File: src/mmr_map.svh
// register index map, reset values and bus widths of the monitor readback bank
// assumes: included by its bare name; byte address is four times the index
`ifndef MMR_MAP_SVH
`define MMR_MAP_SVH

`define MMR_ADDR_W 16
`define MMR_DATA_W 32
`define MMR_IDX_W 14

`define MMR_IDX_ROTOR_SPEED 14'h0196
`define MMR_IDX_DC_CURRENT 14'h0410
`define MMR_IDX_WIND_A_CUR 14'h0440
`define MMR_IDX_WIND_B_CUR 14'h0442
`define MMR_IDX_WIND_C_CUR 14'h0444
`define MMR_IDX_AMP_GAIN 14'h0468
`define MMR_IDX_VOLT_RANGE 14'h0472
`define MMR_IDX_SUPPLY_VOLT 14'h0474
`define MMR_IDX_WIND_A_VOLT 14'h047a
`define MMR_IDX_WIND_B_VOLT 14'h047c
`define MMR_IDX_WIND_C_VOLT 14'h047e

`define MMR_RST_WORD 32'h00000000
`define MMR_RST_CODE 16'h0000

// fixed-point scale exponent of every 32-bit reading
`define MMR_FRAC_BITS 27

// gain code values
`define MMR_GAIN_X8 16'h0000
`define MMR_GAIN_X4 16'h0001
`define MMR_GAIN_X2 16'h0002
`define MMR_GAIN_X1 16'h0003

// voltage range codes
`define MMR_RANGE_60V 16'h0000
`define MMR_RANGE_30V 16'h0001
`define MMR_RANGE_15V 16'h0002

`endif

File: src/mmr_pkg.sv
// types of the monitor readback bank
// assumes: nothing beyond the map header
package mmr_pkg;

    // one completed control-loop result set
    typedef struct packed {
        logic [31:0] rotor_speed_estimate;
        logic [31:0] dc_supply_current_estimate;
        logic [31:0] winding_a_current_measured;
        logic [31:0] winding_b_current_measured;
        logic [31:0] winding_c_current_measured;
        logic [31:0] supply_voltage_reading;
    } mmr_loop_result_t;

    // gain settings in force
    typedef struct packed {
        logic [15:0] sense_amp_gain_code;
        logic [15:0] voltage_range_code;
    } mmr_gain_code_t;

    // phase voltages sampled during startup speed detection
    typedef struct packed {
        logic [31:0] winding_a_voltage_snapshot;
        logic [31:0] winding_b_voltage_snapshot;
        logic [31:0] winding_c_voltage_snapshot;
    } mmr_detect_volt_t;

endpackage

File: src/mmr_monitor_bank.sv
// read-only monitor readback bank behind an APB slave
// assumes: result strobes come from control logic on pclk; zero-wait APB master
//
// Function
// RL1: rotor speed estimate is a read-only 32-bit fixed-point word, scale 2^27.
// RL2: dc supply current estimate is a read-only 32-bit word, scale 2^27.
// RL3: three read-only 32-bit measured winding currents, one per phase.
// RL4: sense amp gain code reads as 16 bits, codes 0..3 mean x8..x1.
// RL5: voltage range code reads as 16 bits, 0=60V, 1=30V, 2=15V.
// RL6: supply voltage reading is a read-only 32-bit word, scale 60/2^27.
// RL7: phase voltages captured during startup speed detect, read-only 32-bit each.
// RL8: all 32-bit monitor words clear to zero on reset.
// RL9: both 16-bit gain codes reset to zero.
// RL10: rotor speed estimate sits at its own index 196h, reset zero.
// RL11: writes to monitor registers are ignored without error.
// RL12: whole result sets load in one cycle, never a torn word.
`timescale 1ns/1ps
`include "mmr_map.svh"
module mmr_monitor_bank
    import mmr_pkg::*;
(
    input wire logic pclk,
    input wire logic presetn,
    // APB slave
    input wire logic psel,
    input wire logic penable,
    input wire logic pwrite,
    input wire logic [`MMR_ADDR_W-1:0] paddr,
    input wire logic [`MMR_DATA_W-1:0] pwdata,
    input wire logic [3:0] pstrb,
    output logic [`MMR_DATA_W-1:0] prdata,
    output logic pready,
    output logic pslverr,
    // control algorithm results
    input wire logic loop_result_valid,
    input wire mmr_loop_result_t loop_result,
    input wire logic gain_code_valid,
    input wire mmr_gain_code_t gain_code,
    input wire logic startup_speed_detect,
    input wire logic detect_volt_valid,
    input wire mmr_detect_volt_t detect_volt
);
    localparam int NUM_LOOP = 6;
    localparam int NUM_DET = 3;

    mmr_loop_result_t loop_q;
    mmr_gain_code_t gain_q;
    mmr_detect_volt_t det_q;

    logic det_load;
    logic setup_phase;
    logic [`MMR_IDX_W-1:0] reg_index;
    logic addr_aligned;
    logic hit;
    logic [`MMR_DATA_W-1:0] read_word;
    logic [`MMR_DATA_W-1:0] prdata_q;
    logic pslverr_q;

    // each word of a result set loads on the same edge [RL12]
    genvar gi;
    generate
        for (gi = 0; gi < NUM_LOOP; gi++) begin : g_loop
            mmr_hold_reg #(
                .WIDTH(32)
            ) u_word (
                .pclk(pclk),
                .presetn(presetn), // zero after reset [RL8] [RL10]
                .load(loop_result_valid), // [RL1] [RL2] [RL3] [RL6] [RL12]
                .d(loop_result[gi*32 +: 32]),
                .q(loop_q[gi*32 +: 32])
            );
        end
        for (gi = 0; gi < 2; gi++) begin : g_code
            mmr_hold_reg #(
                .WIDTH(16)
            ) u_code (
                .pclk(pclk),
                .presetn(presetn), // codes reset to x8 gain and 60V range [RL9]
                .load(gain_code_valid), // [RL4] [RL5] [RL12]
                .d(gain_code[gi*16 +: 16]),
                .q(gain_q[gi*16 +: 16])
            );
        end
    endgenerate

    // phase voltages only sampled while startup speed detection runs
    assign det_load = detect_volt_valid & startup_speed_detect; // [RL7]

    generate
        for (gi = 0; gi < NUM_DET; gi++) begin : g_det
            mmr_hold_reg #(
                .WIDTH(32)
            ) u_volt (
                .pclk(pclk),
                .presetn(presetn), // [RL8]
                .load(det_load), // [RL7] [RL12]
                .d(detect_volt[gi*32 +: 32]),
                .q(det_q[gi*32 +: 32])
            );
        end
    endgenerate

    // address decode: byte address is four times the register index
    assign setup_phase = psel & ~penable;
    assign reg_index = paddr[`MMR_ADDR_W-1:2];
    assign addr_aligned = (paddr[1:0] == 2'h0);

    always_comb begin
        read_word = `MMR_RST_WORD;
        hit = addr_aligned;
        case (reg_index)
            `MMR_IDX_ROTOR_SPEED: begin
                read_word = loop_q.rotor_speed_estimate; // [RL1] [RL10]
            end
            `MMR_IDX_DC_CURRENT: begin
                read_word = loop_q.dc_supply_current_estimate; // [RL2]
            end
            `MMR_IDX_WIND_A_CUR: begin
                read_word = loop_q.winding_a_current_measured; // [RL3]
            end
            `MMR_IDX_WIND_B_CUR: begin
                read_word = loop_q.winding_b_current_measured; // [RL3]
            end
            `MMR_IDX_WIND_C_CUR: begin
                read_word = loop_q.winding_c_current_measured; // [RL3]
            end
            `MMR_IDX_AMP_GAIN: begin
                read_word = {16'h0000, gain_q.sense_amp_gain_code}; // [RL4]
            end
            `MMR_IDX_VOLT_RANGE: begin
                read_word = {16'h0000, gain_q.voltage_range_code}; // [RL5]
            end
            `MMR_IDX_SUPPLY_VOLT: begin
                read_word = loop_q.supply_voltage_reading; // [RL6]
            end
            `MMR_IDX_WIND_A_VOLT: begin
                read_word = det_q.winding_a_voltage_snapshot; // [RL7]
            end
            `MMR_IDX_WIND_B_VOLT: begin
                read_word = det_q.winding_b_voltage_snapshot; // [RL7]
            end
            `MMR_IDX_WIND_C_VOLT: begin
                read_word = det_q.winding_c_voltage_snapshot; // [RL7]
            end
            default: begin
                hit = 1'b0;
            end
        endcase
        if (!addr_aligned) begin
            read_word = `MMR_RST_WORD;
        end
    end

    // read data captured in setup, held through the access phase
    always_ff @(posedge pclk or negedge presetn) begin
        if (!presetn) begin
            prdata_q <= `MMR_RST_WORD;
        end else if (setup_phase) begin
            prdata_q <= pwrite ? `MMR_RST_WORD : read_word;
        end
    end

    // writes to mapped words are dropped silently; only unmapped or misaligned access errs
    always_ff @(posedge pclk or negedge presetn) begin
        if (!presetn) begin
            pslverr_q <= 1'b0;
        end else if (setup_phase) begin
            pslverr_q <= ~hit; // [RL11]
        end
    end

    assign prdata = prdata_q;
    assign pready = 1'b1;
    assign pslverr = pslverr_q & psel & penable;

    // write data and strobes have no destination in a read-only bank
    logic unused_wr;
    assign unused_wr = ^{pwdata, pstrb}; // [RL11]

endmodule // mmr_monitor_bank

File: src/mmr_hold_reg.sv
// load-enabled holding register of parameterised width
// assumes: pclk domain, asynchronous active-low reset
`timescale 1ns/1ps
module mmr_hold_reg #(
    parameter int WIDTH = 32
) (
    input wire logic pclk,
    input wire logic presetn,
    input wire logic load,
    input wire logic [WIDTH-1:0] d,
    output logic [WIDTH-1:0] q
);
    logic [WIDTH-1:0] value_q;

    always_ff @(posedge pclk or negedge presetn) begin
        if (!presetn) begin
            value_q <= '0;
        end else if (load) begin
            value_q <= d;
        end
    end

    assign q = value_q;
endmodule // mmr_hold_reg

File: config.mk
export PLATFORM = sky130hd
export DESIGN_NAME = mmr_monitor_bank
export DESIGN_NICKNAME = d
export VERILOG_FILES = /design/src/mmr_pkg.sv /design/src/mmr_monitor_bank.sv /design/src/mmr_hold_reg.sv
export VERILOG_INCLUDE_DIRS = /design/src /design/src/src
export SDC_FILE = /design/constraint.sdc
export NUM_CORES = 1
export LEC_CHECK = 0
export BUFFER_PORTS_ARGS = -buffer_cell sky130_fd_sc_hd__buf_4
export CORE_AREA = 4 4 171 173
export CTS_CLUSTER_SIZE = 40
export DETAILED_ROUTE_END_ITERATION = 12
export DIE_AREA = 0 0 175 177
export GPL_TIMING_DRIVEN = 0
export HOLD_SLACK_MARGIN = 0.02
export PLACE_DENSITY_LB_ADDON = 0.05
export REMOVE_ABC_BUFFERS = 1
export SYNTH_ARGS = -nofsm -noshare
export SYNTH_HDL_FRONTEND = slang
export SYNTH_SLANG_ARGS = --single-unit
File: constraint.sdc
create_clock -name pclk -period 3 [get_ports pclk]
set_input_delay 0.15 -clock pclk [delete_from_list [all_inputs] [get_ports pclk]]
set_output_delay 0.15 -clock pclk [all_outputs]
set_load 0.02 [all_outputs]
## Word-level counts from Yosys, hierarchy flattened

Index checks and enable logic that the tools add are counted.

- Register bits after elaboration: 353
- Logic and storage cells: 36

- Equality and inequality tests: 11
- Mux-type cells: 4
- Bitwise gates (word level): 6
- Reductions and logical operators: 2

Operators by type and width:

| cell | count |
|---|---|
| $pmux W32 S11 | 1 |
| $eq A14 B11 Y1 const B | 10 |
| $mux W32 | 2 |
| $eq A14 B9 Y1 const B | 1 |
| $reduce_or A11 Y1 | 1 |
| $and A1 B1 Y1 | 4 |
| $logic_not A2 Y1 | 1 |
| $not A1 Y1 | 2 |
| $mux W1 | 1 |

## Longest topological paths before layout

- Depth in word-level cells: 4
- Gate-level depth with buffers: 10

## Modules after synthesis

Synthesis repeated with hierarchy kept, for this count alone.

- Cells, all modules: 1,145
- Area total of the unflattened synthesis: 17,365.4 sq um

By module, submodules not included:

| module | instances | cells an instance | area an instance (sq um) | seq. area each (sq um) |
|---|---|---|---|---|
| mmr_hold_reg at g_det[0].u_volt ... | 9 | 68 | 1,345.0 | 800.8 |
| mmr_monitor_bank | 1 | 465 | 3,961.3 | 825.8 |
| mmr_hold_reg at g_code[0].u_code ... | 2 | 34 | 649.4 | 400.4 |

## Least setup slack after synthesis

No wires, ideal clock.

- Path kind: input-to-reg
- From: input paddr[4]
- To: register prdata_q[1] (netlist: prdata[1])
- Setup time: 0.121 ns
- Arrival: 1.935 ns
- Required time: 2.879 ns
- Slack: 0.944 ns
- Stages on the path: 7
- Path buffers: 3
- Cells stage by stage: buf_2 buf_1 clkbuf_1 mux2_2 a222oi_1 nand4_1 a22o_1

- Word-level cells in the longest chain between the ends: 4
- Elaborated cells on any way between the ends: 14

RTL lines:

| element | RTL line | text |
|---|---|---|
| from (decl) | mmr_monitor_bank.sv:28 | `` input wire logic [`MMR_ADDR_W-1:0] paddr, `` |
| $eq A14 B11 Y1 or $eq A14 B9 Y1 (tied branches) | mmr_monitor_bank.sv:111 | `case (reg_index)` |
| $pmux W32 S11 * | mmr_monitor_bank.sv:111 |  |
| $mux W32 * | mmr_monitor_bank.sv:149 | `if (!addr_aligned) begin` |
| $mux W32 * | mmr_monitor_bank.sv:159 | `` prdata_q <= pwrite ? `MMR_RST_WORD : read_word; `` |
| to (signal assigned) | mmr_monitor_bank.sv:157 | `` prdata_q <= `MMR_RST_WORD; `` |
| to (signal assigned) | mmr_monitor_bank.sv:159 |  |
| to (decl) | mmr_monitor_bank.sv:56 | `` logic [`MMR_DATA_W-1:0] prdata_q; `` |

Mark *: on every way between the ends. The rest lies on a longest branch, timed or not.
A chain may end at the register's enable or synchronous reset.

## Worst setup path after layout

- From: input paddr[4]
- To: register prdata_q[17] (netlist: prdata[17])

The elaborated chain is that of the path after synthesis.

==> flow_results.xml <==
<?xml version="1.0" encoding="UTF-8"?>
<metrics>
  <group name="clock_network">
    <metric name="tritoncts_num_sinks" unit="">353</metric>
    <metric name="cts.hold.buffers_added" unit="">321</metric>
    <metric name="postCtsSetupRepairBufs" unit="">0</metric>
    <metric name="cts.repair.resized" unit="">0</metric>
    <metric name="tritoncts.num_buffers" unit="">39</metric>
    <metric name="clk_path_buf_depth" unit="">3</metric>
    <metric name="clock_pin_slew_on_the_worst_setup_and_hold_paths" unit="ns">0.06</metric>
    <metric name="cts_max_level" unit="">2</metric>
    <metric name="cts_tree" unit="">done</metric>
    <metric name="worst_skew_pair.late_latency" unit="ns">0.52</metric>
    <metric name="cts_root_buf" unit="">sky130_fd_sc_hd__clkbuf_16</metric>
  </group>
  <group name="global_routing">
    <metric name="vias_in_the_first_global_route" unit="">14600</metric>
    <metric name="largest_net_degree_at_the_start_of_global_routing" unit="">121</metric>
    <metric name="global_route.usage.total" unit="%">34.7</metric>
    <metric name="grt_antenna_before_repair" unit="">13</metric>
    <metric name="global_route_total_overflow" unit="">0</metric>
    <metric name="global_route_wire_length_before_repair" unit="um">83300</metric>
  </group>
  <group name="power_and_ir_drop">
    <metric name="total_power" unit="W">0.0123</metric>
    <metric name="ir_drop_worst_vdd" unit="V">0.000513</metric>
    <metric name="clkPwrFrac" unit="%">40.0</metric>
    <metric name="p_per_area" unit="nW/um2">521</metric>
    <metric name="p_switching" unit="W">0.00290</metric>
    <metric name="power_switching_share" unit="%">23.6</metric>
    <metric name="sequential_power_share" unit="%">45.3</metric>
    <metric name="power.static_leakage" unit="nW">10.5</metric>
    <metric name="internal_power_consumption" unit="W">0.00936</metric>
    <metric name="power.combinational.fraction" unit="%">14.8</metric>
  </group>
  <group name="routing">
    <metric name="wirelength" unit="um">54700</metric>
    <metric name="ant_nets" unit="">0</metric>
    <metric name="routed_via_density" unit="">5.92</metric>
    <metric name="drtPass1Iterations" unit="">6</metric>
    <metric name="avgRoutedWirePerCell" unit="um">24.8</metric>
    <metric name="dr.first_iter.drc_count" unit="">1153</metric>
    <metric name="detailroute.via_count" unit="">13100</metric>
    <metric name="detail_route.drc_violations" unit="">0</metric>
  </group>
  <group name="placed_design">
    <metric name="detailed_place_hpwl" unit="um">30700</metric>
    <metric name="gpl.final_weighted_congestion" unit="">0.806</metric>
    <metric name="port_buffers" unit="">377</metric>
    <metric name="placed_cells_incl_taps" unit="">1807</metric>
  </group>
  <group name="timing">
    <metric name="tightestPinTransition" unit="ns">1.43</metric>
    <metric name="setup-violations-final" unit="">0</metric>
    <metric name="final_tns_setup" unit="ns">0</metric>
    <metric name="max_slew_margin" unit="%">3.92</metric>
    <metric name="grt_setup_unrepaired" unit="">no</metric>
    <metric name="achievable-frequency" unit="MHz">349</metric>
    <metric name="post-route-period-util" unit="%">95.5</metric>
    <metric name="report.final.slew_viol_count" unit="">0</metric>
    <metric name="skew" unit="ns">0.0165</metric>
    <metric name="min_period" unit="ns">2.87</metric>
    <metric name="finalHoldViolations" unit="">0</metric>
  </group>
  <group name="synth">
    <metric name="synth_flop_cell" unit="">sky130_fd_sc_hd__dfrtp_1</metric>
    <metric name="ys.warnings.count" unit="">0</metric>
    <metric name="synth.avg_cell_area" unit="um2">14.1</metric>
    <metric name="synth-edff-count" unit="">0</metric>
    <metric name="synth_top_cell_area_share" unit="%">56.4</metric>
    <metric name="synth.distinct_cells" unit="">54</metric>
    <metric name="synth.top_cells.by_area" unit="">sky130_fd_sc_hd__dfrtp_1 56%, sky130_fd_sc_hd__mux2_2 27%, sky130_fd_sc_hd__a222oi_1 2.4%</metric>
    <metric name="synth.yosys.seq_area_share" unit="%">56.4</metric>
    <metric name="synthCells" unit="">1111</metric>
    <metric name="synth-seq-cells" unit="">353</metric>
    <metric name="async_flop_share" unit="%">100</metric>
    <metric name="synth_top_cell_by_area" unit="">sky130_fd_sc_hd__dfrtp_1</metric>
    <metric name="mappedNetlistArea" unit="um2">15700</metric>
  </group>
  <group name="cells_and_area">
    <metric name="layout-area-overhead-vs-synth" unit="%">50.3</metric>
    <metric name="design.final.nets" unit="">2172</metric>
    <metric name="nFillCells" unit="">1302</metric>
    <metric name="layout-drive-gt1-share" unit="%">47.4</metric>
    <metric name="layout.cells.most_common_list" unit="">382 x sky130_fd_sc_hd__mux2_2, 378 x sky130_fd_sc_hd__buf_4, 353 x sky130_fd_sc_hd__dfrtp_1</metric>
    <metric name="layout.cells.most_common" unit="">sky130_fd_sc_hd__mux2_2</metric>
    <metric name="final_cells" unit="">2206</metric>
  </group>
  <group name="setup_path">
    <metric name="worstSetupStartpointType" unit="">input port</metric>
    <metric name="cp.arrival" unit="ns">3.31</metric>
    <metric name="setup_cp_type" unit="">input port to register</metric>
    <metric name="worstPathMaxFanout" unit="">65</metric>
    <metric name="timing.critical_path.required" unit="ns">3.45</metric>
    <metric name="worst_setup_path_end_kind" unit="">register</metric>
  </group>
  <group name="floorplanning">
    <metric name="floorplan.die.width" unit="um">175</metric>
    <metric name="die_h" unit="um">177</metric>
    <metric name="floorplan.die_area" unit="um2">31000</metric>
    <metric name="core-area" unit="um2">27600</metric>
    <metric name="initial_utilization" unit="%">56.7</metric>
    <metric name="ioPinCount" unit="">415</metric>
    <metric name="placementRows" unit="">61</metric>
  </group>
  <group name="status">
    <metric name="outcome" unit="">finished clean</metric>
  </group>
  <group name="run">
    <metric name="cap_violations" unit="">0</metric>
  </group>
  <group name="worst_hold_path">
    <metric name="worst_hold_path_type" unit="">input port to register</metric>
  </group>
</metrics>
[registers in the layout (all words and copies together) (netlist names)]
register / count
pslverr_q: 1
prdata: 32
g_code.u_code.q: 32
g_loop.u_word.q: 192
g_det.u_volt.q: 96
[Yosys cell counts, drive strengths merged (3+ instances only)]
cell type  number
a21oi          10
a222oi         37
a22o           31
a22oi          45
and2           10
and3            3
buf            38
clkbuf         40
dfrtp         353
mux2          382
mux2i           8
nand2          40
nand2b          3
nand3b         12
nand4           8
nand4b          3
nor2           14
nor3            7
nor4           19
o21ai           7
o32a            8
or3b            3
or4             3
or4b            3
[logic make-up (layout without fill, tap and decap cells)]
group | count (synthesis) | count (layout) | synth area share (%)
other cells | 1 | 11 | 0.0239
simple gates | 140 | 140 | 5.53
compound gates | 147 | 147 | 7.87
flops | 353 | 353 | 56.4
mux | 390 | 390 | 28.0
buf+inv | 80 | 787 | 2.21
[worst max-delay path: stages]
cell and delay, ns:
sky130_fd_sc_hd__buf_4 0.77, sky130_fd_sc_hd__nand4b_1 0.38, sky130_fd_sc_hd__a2bb2o_1 0.35, sky130_fd_sc_hd__o2bb2ai_1 0.13, sky130_fd_sc_hd__a32oi_2 0.20, sky130_fd_sc_hd__nor4_4 0.65, sky130_fd_sc_hd__buf_6 0.26, sky130_fd_sc_hd__buf_8 0.17
sky130_fd_sc_hd__a22o_1 0.15
[path summary, 6_finish.rpt]
check,start,to,slack [ns],cells past startpoint
worst max-delay path,paddr[4],prdata[17],0.13,9
worst min-delay path,pwrite,prdata[10],0.05,3
worst max register to register,g_loop[1].u_word.q[0],prdata[0],1.28,4
worst min register to register,prdata[11],prdata[11],0.50,2
max in group asynchronous,presetn,g_loop[2].u_word.q[15],1.89,3
min in group asynchronous,presetn,g_loop[4].u_word.q[29],0.15,2
[power groups by stage]
stage	registers, W	clock network, W	logic [W]
floorplan	0.00550	0	0.000713
global placement	0.00555	0	0.00133
detailed placement	0.00559	0	0.00138
CTS	0.00550	0.00490	0.00174
global route	0.00559	0.00515	0.00192
finish	0.00555	0.00490	0.00181
[area by class of cell]
type                       instances  area (um2)  share of cell area, %
antenna                           10        25.0                  0.106
clock buffer                      58        1180                   5.00
clock inverter                    10         131                  0.558
inverter                           2        7.51                 0.0319
multi-input combinational        678        6530                   27.7
sequential                       353        8830                   37.5
tap                              378         473                   2.01
timing repair buffer             717        6370                   27.0
[metrics by stage]
stage	hold slack, ns	util, %	instance area, um2	worst slack, ns
after floorplan	-0.146	-	15300	0.0403
after global placement	0.383	67.4	18600	-3.34
after detailed placement	0.0910	68.8	19000	-0.261
after CTS	0.0373	85.1	23500	0.257
after global routing	0.0476	85.2	23500	0.0682
final	0.0453	85.2	23500	0.134
[layer usage]
metal / wire length (um) / GRT usage [%] / vias to the layer above / share of wire [%]
met3: 4190 / 7.90 / 178 / 7.7
met2: 27900 / 60.5 / 692 / 51
met5: 42 / 0 / - / 0.077
li1: - / - / 5587 / -
met1: 20500 / 42.5 / 6588 / 37
met4: 2070 / 13.4 / 8 / 3.8
No activity file was read; power rests on OpenSTA's default activity.
